===== config.mk =====
export PLATFORM = sky130hd
export DESIGN_NAME = crtc_timing_core
export DESIGN_NICKNAME = d
export VERILOG_FILES = /design/src/include/crtc_pkg.sv /design/src/hw/crtc_host_bus.sv /design/src/hw/crtc_timing_core.sv
export SDC_FILE = /design/constraint.sdc
export NUM_CORES = 1
export LEC_CHECK = 0
export ABC_AREA = 1
export BUFFER_PORTS_ARGS = -buffer_cell sky130_fd_sc_hd__buf_2
export CAP_MARGIN = 30
export CORE_UTILIZATION = 56
export DETAILED_ROUTE_END_ITERATION = 12
export PLACE_DENSITY = 0.84
export SYNTH_ARGS = -nofsm -noshare
export SYNTH_HDL_FRONTEND = slang
export SYNTH_SLANG_ARGS = --single-unit

===== constraint.sdc =====
create_clock -name core_clk_i -period 2.2 [get_ports core_clk_i]
set_input_delay 0.44 -clock core_clk_i [delete_from_list [all_inputs] [get_ports core_clk_i]]
set_output_delay 0.44 -clock core_clk_i [all_outputs]
set_load 0.03 [all_outputs]

===== src/include/crtc_pkg.sv =====
`default_nettype none
package crtc_pkg;
  // register indices of the control file
  localparam logic [4:0] IDX_HTOTAL = 5'h00;
  localparam logic [4:0] IDX_HDISP = 5'h01;
  localparam logic [4:0] IDX_HSYNC_POS = 5'h02;
  localparam logic [4:0] IDX_SYNC_WIDTH = 5'h03;
  localparam logic [4:0] IDX_VTOTAL = 5'h04;
  localparam logic [4:0] IDX_VADJ = 5'h05;
  localparam logic [4:0] IDX_VDISP = 5'h06;
  localparam logic [4:0] IDX_VSYNC_POS = 5'h07;
  localparam logic [4:0] IDX_MODE = 5'h08;
  localparam logic [4:0] IDX_MAX_ROW = 5'h09;
  localparam logic [4:0] IDX_CUR_START = 5'h0a;
  localparam logic [4:0] IDX_CUR_END = 5'h0b;
  localparam logic [4:0] IDX_START_HI = 5'h0c;
  localparam logic [4:0] IDX_START_LO = 5'h0d;
  localparam logic [4:0] IDX_CUR_HI = 5'h0e;
  localparam logic [4:0] IDX_CUR_LO = 5'h0f;
  localparam logic [4:0] IDX_PEN_HI = 5'h10;
  localparam logic [4:0] IDX_PEN_LO = 5'h11;
  localparam int NUM_CTRL_REGS = 18;
  // field layout
  localparam int HSW_LSB = 0;
  localparam int VSW_LSB = 4;
  localparam int CUR_MODE_LSB = 5;
  localparam int ADDR_W = 14;
  localparam int ROW_W = 5;
  // cursor blink modes (cursor start bits 6:5)
  localparam logic [1:0] CUR_ON = 2'h0;
  localparam logic [1:0] CUR_OFF = 2'h1;
  localparam logic [1:0] CUR_FAST = 2'h2;
  localparam logic [1:0] CUR_SLOW = 2'h3;
  // blink periods in fields
  localparam logic [4:0] BLINK_FAST_FIELDS = 5'h0f;
  localparam logic [4:0] BLINK_SLOW_FIELDS = 5'h1f;
  localparam logic [7:0] REG_RESET_VAL = 8'h00;
endpackage
`default_nettype wire


===== src/hw/crtc_host_bus.sv =====
`timescale 1ns/10ps
`default_nettype none
// host strobe interface: index register, write strobes and read mux
module crtc_host_bus (
  input wire logic core_clk_i,
  input wire logic chip_sel_n_i,
  input wire logic register_select_i,
  input wire logic rd_wr_n_i,
  input wire logic enable_i,
  input wire logic [7:0] host_data_lines_i,
  input wire logic [7:0] rd_data_i,
  output logic [4:0] index_o,
  output logic wr_pulse_o,
  output logic [7:0] wr_data_o,
  output logic [7:0] host_data_lines_o,
  output logic host_data_lines_oe_o
);
  logic enable_ff;
  logic nxt_enable;
  logic [4:0] index_ff;
  logic [4:0] nxt_index;
  logic [7:0] wdata_ff;
  logic [7:0] nxt_wdata;
  logic wr_ff;
  logic nxt_wr;
  logic fall;
  logic access;

  ////////////////////////////////////////////////////////////////////////
  // access only while selected; write lands on the falling enable edge
  always_comb begin
    access = !chip_sel_n_i;
    fall = enable_ff && !enable_i;
    nxt_enable = enable_i;
    nxt_index = index_ff;
    nxt_wdata = wdata_ff;
    nxt_wr = 1'b0;
    // data is sampled while enable is still high, so hold time is not needed
    if (access && enable_i && !rd_wr_n_i) begin
      nxt_wdata = host_data_lines_i;
    end
    if (access && fall && !rd_wr_n_i) begin
      if (!register_select_i) begin
        nxt_index = wdata_ff[4:0];
      end else begin
        nxt_wr = 1'b1;
      end
    end
  end

  // index register is kept across chip reset, like the control registers
  always_ff @(posedge core_clk_i) begin
    enable_ff <= nxt_enable;
    index_ff <= nxt_index;
    wdata_ff <= nxt_wdata;
    wr_ff <= nxt_wr;
  end

  ////////////////////////////////////////////////////////////////////////
  // drive only during a selected read with enable high
  always_comb begin
    host_data_lines_oe_o = access && rd_wr_n_i && enable_i && register_select_i;
    host_data_lines_o = host_data_lines_oe_o ? rd_data_i : 8'h00;
  end

  assign index_o = index_ff;
  assign wr_pulse_o = wr_ff;
  assign wr_data_o = wdata_ff;
endmodule
`default_nettype wire


===== src/hw/crtc_timing_core.sv =====
`timescale 1ns/10ps
`default_nettype none
module crtc_timing_core #(
  parameter int ADDR_W = crtc_pkg::ADDR_W,
  parameter int ROW_W = crtc_pkg::ROW_W
) (
  input wire logic core_clk_i,
  input wire logic rstn_i,
  input wire logic char_clk_en_i,
  input wire logic chip_sel_n_i,
  input wire logic register_select_i,
  input wire logic rd_wr_n_i,
  input wire logic enable_i,
  input wire logic pen_hit_pulse_i,
  input wire logic [7:0] host_data_lines_i,
  output logic [7:0] host_data_lines_o,
  output logic host_data_lines_oe_o,
  output logic [ADDR_W-1:0] refresh_addr_o,
  output logic [ROW_W-1:0] row_in_char_line_o,
  output logic active_video_window_o,
  output logic hsync_o,
  output logic vsync_o,
  output logic cursor_o
);
  logic [7:0] regs_ff [crtc_pkg::NUM_CTRL_REGS];
  logic [7:0] nxt_regs [crtc_pkg::NUM_CTRL_REGS];
  logic [4:0] index;
  logic wr_pulse;
  logic [7:0] wr_data;
  logic [7:0] rd_data;
  logic clear;
  logic [7:0] hcnt_ff, nxt_hcnt;
  logic [6:0] vcnt_ff, nxt_vcnt;
  logic [ROW_W-1:0] row_ff, nxt_row;
  logic [ROW_W-1:0] adj_ff, nxt_adj;
  logic in_adj_ff, nxt_in_adj;
  logic [3:0] hsw_ff, nxt_hsw;
  logic [3:0] vsw_ff, nxt_vsw;
  logic hs_ff, nxt_hs;
  logic vs_ff, nxt_vs;
  logic hde_ff, nxt_hde;
  logic vde_ff, nxt_vde;
  logic [ADDR_W-1:0] ma_ff, nxt_ma;
  logic [ADDR_W-1:0] row_base_ff, nxt_row_base;
  logic [ADDR_W-1:0] pen_ff, nxt_pen;
  logic pen_d_ff, nxt_pen_d;
  logic [4:0] blink_cnt_ff, nxt_blink_cnt;
  logic blink_ff, nxt_blink;
  logic [ADDR_W-1:0] start_addr, cur_addr;
  logic line_end, frame_end, row_last, vline_last;
  logic cur_row_ok, cur_vis;

  // two registers join into one 14-bit address
  function automatic logic [13:0] join14(input logic [7:0] hi, input logic [7:0] lo);
    join14 = {hi[5:0], lo};
  endfunction

  ////////////////////////////////////////////////////////////////////////
  // host side strobe logic
  crtc_host_bus crtc_host_bus_inst (
    .core_clk_i(core_clk_i),
    .chip_sel_n_i(chip_sel_n_i),
    .register_select_i(register_select_i),
    .rd_wr_n_i(rd_wr_n_i),
    .enable_i(enable_i),
    .host_data_lines_i(host_data_lines_i),
    .rd_data_i(rd_data),
    .index_o(index),
    .wr_pulse_o(wr_pulse),
    .wr_data_o(wr_data),
    .host_data_lines_o(host_data_lines_o),
    .host_data_lines_oe_o(host_data_lines_oe_o)
  );

  ////////////////////////////////////////////////////////////////////////
  // control registers; no reset term so programmed values survive a chip clear
  always_comb begin
    for (int i = 0; i < crtc_pkg::NUM_CTRL_REGS; i++) begin
      nxt_regs[i] = regs_ff[i];
    end
    // pen registers are read-only and index 16 up ignores writes
    if (wr_pulse && index < crtc_pkg::IDX_PEN_HI) begin
      nxt_regs[index] = wr_data;
    end
  end

  always_ff @(posedge core_clk_i) begin
    for (int i = 0; i < crtc_pkg::NUM_CTRL_REGS; i++) begin
      regs_ff[i] <= nxt_regs[i];
    end
  end

  // only start, cursor and pen words are readable; the rest reads zero
  always_comb begin
    case (index)
      crtc_pkg::IDX_START_HI: rd_data = {2'h0, regs_ff[crtc_pkg::IDX_START_HI][5:0]};
      crtc_pkg::IDX_START_LO: rd_data = regs_ff[crtc_pkg::IDX_START_LO];
      crtc_pkg::IDX_CUR_HI: rd_data = {2'h0, regs_ff[crtc_pkg::IDX_CUR_HI][5:0]};
      crtc_pkg::IDX_CUR_LO: rd_data = regs_ff[crtc_pkg::IDX_CUR_LO];
      crtc_pkg::IDX_PEN_HI: rd_data = {2'h0, pen_ff[13:8]};
      crtc_pkg::IDX_PEN_LO: rd_data = pen_ff[7:0];
      default: rd_data = 8'h00;
    endcase
  end

  ////////////////////////////////////////////////////////////////////////
  // decoded comparisons against programmed values
  always_comb begin
    clear = !rstn_i && !pen_hit_pulse_i;
    start_addr = join14(regs_ff[crtc_pkg::IDX_START_HI], regs_ff[crtc_pkg::IDX_START_LO]);
    cur_addr = join14(regs_ff[crtc_pkg::IDX_CUR_HI], regs_ff[crtc_pkg::IDX_CUR_LO]);
    line_end = (hcnt_ff == regs_ff[crtc_pkg::IDX_HTOTAL]);
    row_last = (row_ff == regs_ff[crtc_pkg::IDX_MAX_ROW][ROW_W-1:0]);
    vline_last = (vcnt_ff == regs_ff[crtc_pkg::IDX_VTOTAL][6:0]);
    frame_end = in_adj_ff ? (adj_ff == regs_ff[crtc_pkg::IDX_VADJ][ROW_W-1:0])
                          : (vline_last && row_last && regs_ff[crtc_pkg::IDX_VADJ][ROW_W-1:0] == 5'h00);
  end

  ////////////////////////////////////////////////////////////////////////
  // raster counters; advance once per character clock enable
  always_comb begin
    nxt_hcnt = hcnt_ff;
    nxt_vcnt = vcnt_ff;
    nxt_row = row_ff;
    nxt_adj = adj_ff;
    nxt_in_adj = in_adj_ff;
    nxt_hsw = hsw_ff;
    nxt_vsw = vsw_ff;
    nxt_hs = hs_ff;
    nxt_vs = vs_ff;
    nxt_hde = hde_ff;
    nxt_vde = vde_ff;
    nxt_ma = ma_ff;
    nxt_row_base = row_base_ff;
    if (clear) begin
      // counters cleared, timing halted while held
      nxt_hcnt = 8'h00;
      nxt_vcnt = 7'h00;
      nxt_row = '0;
      nxt_adj = '0;
      nxt_in_adj = 1'b0;
      nxt_hsw = 4'h0;
      nxt_vsw = 4'h0;
      nxt_hs = 1'b0;
      nxt_vs = 1'b0;
      nxt_hde = 1'b1;
      nxt_vde = 1'b1;
      nxt_ma = start_addr;
      nxt_row_base = start_addr;
    end else if (char_clk_en_i) begin
      nxt_hcnt = hcnt_ff + 8'h01;
      nxt_ma = ma_ff + 14'h0001;
      if (hcnt_ff + 8'h01 == regs_ff[crtc_pkg::IDX_HDISP]) begin
        nxt_hde = 1'b0;
      end
      // horizontal sync: start at position, run for the programmed width
      if (hs_ff) begin
        nxt_hsw = hsw_ff + 4'h1;
        if (hsw_ff + 4'h1 == regs_ff[crtc_pkg::IDX_SYNC_WIDTH][3:0]) begin
          nxt_hs = 1'b0;
        end
      end else if (hcnt_ff == regs_ff[crtc_pkg::IDX_HSYNC_POS]) begin
        nxt_hs = 1'b1;
        nxt_hsw = 4'h0;
      end
      if (line_end) begin
        nxt_hcnt = 8'h00;
        nxt_hde = 1'b1;
        nxt_ma = row_base_ff;
        // vertical sync counts in raster lines; width 0 means 16
        if (vs_ff) begin
          nxt_vsw = vsw_ff + 4'h1;
          if (vsw_ff + 4'h1 == regs_ff[crtc_pkg::IDX_SYNC_WIDTH][7:4]) begin
            nxt_vs = 1'b0;
          end
        end
        if (frame_end) begin
          nxt_vcnt = 7'h00;
          nxt_row = '0;
          nxt_adj = '0;
          nxt_in_adj = 1'b0;
          nxt_vde = 1'b1;
          nxt_ma = start_addr;
          nxt_row_base = start_addr;
        end else if (in_adj_ff) begin
          nxt_adj = adj_ff + 5'h01;
        end else if (row_last) begin
          nxt_row = '0;
          nxt_vcnt = vcnt_ff + 7'h01;
          nxt_row_base = row_base_ff + 14'(regs_ff[crtc_pkg::IDX_HDISP]);
          nxt_ma = row_base_ff + 14'(regs_ff[crtc_pkg::IDX_HDISP]);
          nxt_in_adj = vline_last;
          if (vcnt_ff + 7'h01 == regs_ff[crtc_pkg::IDX_VDISP][6:0]) begin
            nxt_vde = 1'b0;
          end
          if (vcnt_ff + 7'h01 == regs_ff[crtc_pkg::IDX_VSYNC_POS][6:0]) begin
            nxt_vs = 1'b1;
            nxt_vsw = 4'h0;
          end
        end else begin
          nxt_row = row_ff + 5'h01;
        end
      end
    end
  end

  always_ff @(posedge core_clk_i) begin
    hcnt_ff <= nxt_hcnt;
    vcnt_ff <= nxt_vcnt;
    row_ff <= nxt_row;
    adj_ff <= nxt_adj;
    in_adj_ff <= nxt_in_adj;
    hsw_ff <= nxt_hsw;
    vsw_ff <= nxt_vsw;
    hs_ff <= nxt_hs;
    vs_ff <= nxt_vs;
    hde_ff <= nxt_hde;
    vde_ff <= nxt_vde;
    ma_ff <= nxt_ma;
    row_base_ff <= nxt_row_base;
  end

  ////////////////////////////////////////////////////////////////////////
  // pen capture on rising strobe; blink counter per frame
  always_comb begin
    nxt_pen_d = pen_hit_pulse_i;
    nxt_pen = pen_ff;
    nxt_blink_cnt = blink_cnt_ff;
    nxt_blink = blink_ff;
    if (pen_hit_pulse_i && !pen_d_ff) begin
      nxt_pen = ma_ff;
    end
    if (clear) begin
      nxt_blink_cnt = 5'h00;
      nxt_blink = 1'b0;
    end else if (char_clk_en_i && line_end && frame_end) begin
      nxt_blink_cnt = blink_cnt_ff + 5'h01;
      if (blink_cnt_ff == (regs_ff[crtc_pkg::IDX_CUR_START][6]
                           ? crtc_pkg::BLINK_SLOW_FIELDS : crtc_pkg::BLINK_FAST_FIELDS)) begin
        nxt_blink_cnt = 5'h00;
        nxt_blink = !blink_ff;
      end
    end
  end

  // pen register has no reset term: it is a readable register, kept across clear
  always_ff @(posedge core_clk_i) begin
    pen_d_ff <= nxt_pen_d;
    pen_ff <= nxt_pen;
    blink_cnt_ff <= nxt_blink_cnt;
    blink_ff <= nxt_blink;
  end

  ////////////////////////////////////////////////////////////////////////
  // cursor: address match, row window and blink mode
  always_comb begin
    cur_row_ok = (row_ff >= regs_ff[crtc_pkg::IDX_CUR_START][ROW_W-1:0]) &&
                 (row_ff <= regs_ff[crtc_pkg::IDX_CUR_END][ROW_W-1:0]);
    case (regs_ff[crtc_pkg::IDX_CUR_START][6:5])
      crtc_pkg::CUR_ON: cur_vis = 1'b1;
      crtc_pkg::CUR_OFF: cur_vis = 1'b0;
      crtc_pkg::CUR_FAST: cur_vis = blink_ff;
      crtc_pkg::CUR_SLOW: cur_vis = blink_ff;
      default: cur_vis = 1'b0;
    endcase
  end

  // outputs are flops gated by clear, cursor is decoded from them; all forced low during a clear
  always_comb begin
    refresh_addr_o = clear ? '0 : ma_ff;
    row_in_char_line_o = clear ? '0 : row_ff;
    active_video_window_o = !clear && hde_ff && vde_ff && !in_adj_ff;
    hsync_o = !clear && hs_ff;
    vsync_o = !clear && vs_ff;
    cursor_o = active_video_window_o && cur_vis && cur_row_ok && (ma_ff == cur_addr);
  end
endmodule
`default_nettype wire


==> impl_metrics.json <==
{
  "start_kind": "flip-flop",
  "diodes": 0,
  "hold_start": "enable_i",
  "firstDrtPassIters": 6,
  "yosysTopAreaCellShare_pct": 44.43,
  "crit_path_max_fanout": 5,
  "dr.first_iter.drc_count": 851,
  "slew_headroom_pct": 44.41,
  "worst_r2r_path_depth": 14,
  "maxSlewViolCount": 0,
  "setup_slack_ns": -0.4850,
  "rows": 50,
  "synth_commonest_cells": "nand2_1, edfxtp_1, inv_1",
  "reg2reg_slack_ns": 0,
  "synthArstFlopShare_pct": 0,
  "grt_pass1_vias": 8473,
  "reg2reg_from": "regs_ff[1][0]",
  "io_buffer_count": 47,
  "core-area_sq_um": 18710,
  "max_stage_delay_ns": 0.51,
  "grt_use_total_pct": 28.28,
  "p_sw_w": 0.002107,
  "fin_total_pwr_w": 0.008865,
  "endpoint_kind": "primary output",
  "worstPathArrival_ns": 2.25,
  "period_minus_slack_ns": 2.685,
  "die_y_microns": 140.1,
  "seq_power_share_pct": 49.7,
  "critPathLaunch": "ma_ff[6]",
  "slowest_stage": "edfxtp_1",
  "die_x_microns": 140.1,
  "grt-ovfl-total": 0,
  "viasPerCell": 5.764,
  "ir_drop_v": 0.0006993,
  "crit_chain": "inv_2 > o22ai_1 > nor4_2 > buf_4 > nand4_1 > nor2_1 > buf_4",
  "drc": 0,
  "clockPowerShare_pct": 41.3,
  "synth_cell_type_count": 46,
  "fillers": 1245,
  "combPwrFrac_pct": 9.0,
  "cts.path.max_buffers": 3,
  "yosys_warnings": 0,
  "num_io_pins": 48,
  "wl_per_cell_microns": 17.79,
  "fin_nets": 1397,
  "ys_seq_area_share_pct": 53.25,
  "fin_setup_tns_ns": -3.297,
  "syn_area_sq_um": 10680,
  "regArea_sq_um": 5690,
  "crit_path_frequent_cell": "buf_4",
  "synth.most_common_cell": "nand2_1",
  "start_util_pct": 57.08,
  "hold_violations": 0,
  "gp_congestion": 0.9012,
  "ctsHtreeMaxLevel": 1,
  "hold_path_class": "in2reg",
  "syn_avg_cell_area_sq_um": 8.781,
  "holdPathStages": 1,
  "rsz0062_at_grt": "yes",
  "grt_pass1_wl_microns": 43100,
  "synth_edf_count": 158,
  "dp_hpwl_microns": 18870,
  "swShare_pct": 23.77,
  "numCtsBuffers": 22,
  "ys_ff_latch": 205,
  "critPathRequiredTime_ns": 1.76,
  "worst_pin_slew_ns": 0.8338,
  "period_share_pct": 122.0,
  "postRouteAntennaNets": 0,
  "dieArea_sq_um": 19620,
  "r2r_end": "ma_ff[8]",
  "antenna_found_initial": 0,
  "worstSkewPairLatency_ns": 0.50,
  "multi_input_area_sq_um": 4703,
  "grt_max_degree": 69,
  "cts-root-buf": "clkbuf_16",
  "drv_cap": 0,
  "routed_wl_microns": 28520,
  "dpl_worst_slack_ns": -0.05601,
  "syn-num-nets": 1259,
  "finalSetupViolations": 10,
  "numClockSinks": 205,
  "cts_tree": "yes",
  "synth_ff_type": "edfxtp_1",
  "min_to": "crtc_host_bus_inst.enable_ff",
  "p_leak_nw": 5.570,
  "max_freq_mhz": 372.4,
  "areaGrowthSynthToFinish_pct": 22.30,
  "drive_gt1_share_pct": 20.31,
  "fin_skew_ns": 0.01042,
  "critPathKind": "reg2out",
  "synthTopCellsByArea": "edfxtp_1, nand2_1, dfxtp_1, inv_1, nand3_1",
  "netlist.top_cell.by_area": "edfxtp_1",
  "power_density_nw_per_um2": 678.8,
  "num_vias": 9240,
  "p_int_w": 0.006757,
  "postSynthCellCount": 1216,
  "status": "complete, but fails checks",
  "clk_pin_slew_ns": 0.06,
  "violations": "setup timing"
}
[power groups by stage]
stage | Sequential (W) | Clock [W] | Combinational, W
after CTS | 0.00439 | 0.00369 | 0.000766
final | 0.00440 | 0.00366 | 0.000797
after global placement | 0.00447 | 0 | 0.000716
after detailed placement | 0.00447 | 0 | 0.000738
after global routing | 0.00441 | 0.00384 | 0.000857
after floorplan | 0.00443 | 0 | 0.000474
[final cells by class]
class	instances	share of cell area, %
timing repair buffer	138	8.278
clock buffer	30	4.685
sequential	205	43.58
clock inverter	9	0.7665
inverter	151	4.436
multi-input combinational	836	36.02
tap	234	2.242
[per-stage QoR]
step	util [%]	hold WS [ns]	cells	instance area, sq um
2_1_floorplan	-	0.4194	1216	10730
3_3_place_gp	62.63	0.4352	1542	11720
3_5_place_dp	62.63	0.4406	1542	11720
4_1_cts	68.32	0.06677	1593	12780
5_1_grt	69.81	0.06563	1603	13060
6_report	69.81	0.07373	1603	13060
[critical path, delay by kind of cell (launching register included)]
| family | cells | cell delay, ns |
|---|---|---|
| and+or+nand+nor | 3 | 0.68 |
| DFF | 1 | 0.51 |
| buffers and inverters | 3 | 0.47 |
| AOI/OAI and AO/OA | 1 | 0.09 |
[cell families (layout without fill, tap and decap cells)]
kind of cell | after synthesis | after routing | synth area share, %
buffers and inverters | 175 | 328 | 6.585
xor gates and xnor gates | 63 | 63 | 5.168
DFF | 205 | 205 | 53.25
adders and majority gates | 27 | 27 | 3.234
AOI/OAI and AO/OA | 124 | 124 | 6.703
and+or+nand+nor | 622 | 622 | 25.06
[metal layers]
metal	routed length [microns]	GRT usage [%]	part of all wire, %
met3	2917	4.889	10
met5	0	0	0
met2	13640	46.84	48
met4	942	11.28	3.3
met1	11020	37.08	39
[flip-flops by register name, summed over array words and instances, names as in the netlist]
register and flops:
regs_ff 103, ma_ff 14, pen_ff 14, row_base_ff 14, crtc_host_bus_inst.wr_data_o 8, hcnt_ff 8
vcnt_ff 7, adj_ff 5, blink_cnt_ff 5, crtc_host_bus_inst.index_o 5, row_ff 5, hsw_ff 4
vsw_ff 4, blink_ff 1, crtc_host_bus_inst.enable_ff 1, crtc_host_bus_inst.wr_pulse_o 1, hde_ff 1, hs_ff 1
in_adj_ff 1, pen_d_ff 1, vde_ff 1, vs_ff 1
[worst max path at each step]
stage               slack, ns              endpoint  depth (start not counted)
finish                  -0.49              cursor_o                          7
global route            -0.55              cursor_o                          7
CTS                     -0.45              cursor_o                          7
detailed placement      -0.06              cursor_o                          8
global placement        -0.04              cursor_o                          8
floorplan                0.12  host_data_lines_o[3]                          7
[cell usage in the layout (no fill, tap or decap), drive strengths merged, types with 30 or more instances in the layout]
master / synthesis / layout
nand2: 344 / 344
xor2: 37 / 37
nand3: 103 / 103
inv: 148 / 149
dfxtp: 47 / 47
edfxtp: 158 / 158
a21oi: 38 / 38
clkbuf: 11 / 30
buf: 13 / 138
o21ai: 50 / 50
nor2: 124 / 124
[repair_timing]
item,4_1_cts,5_1_grt
resized for setup,75,46
buffers inserted,12,10
hold buffers,0,0
pin swaps,19,18
setup endpoints to repair,13,46
Power figures use the tool's default switching activity.
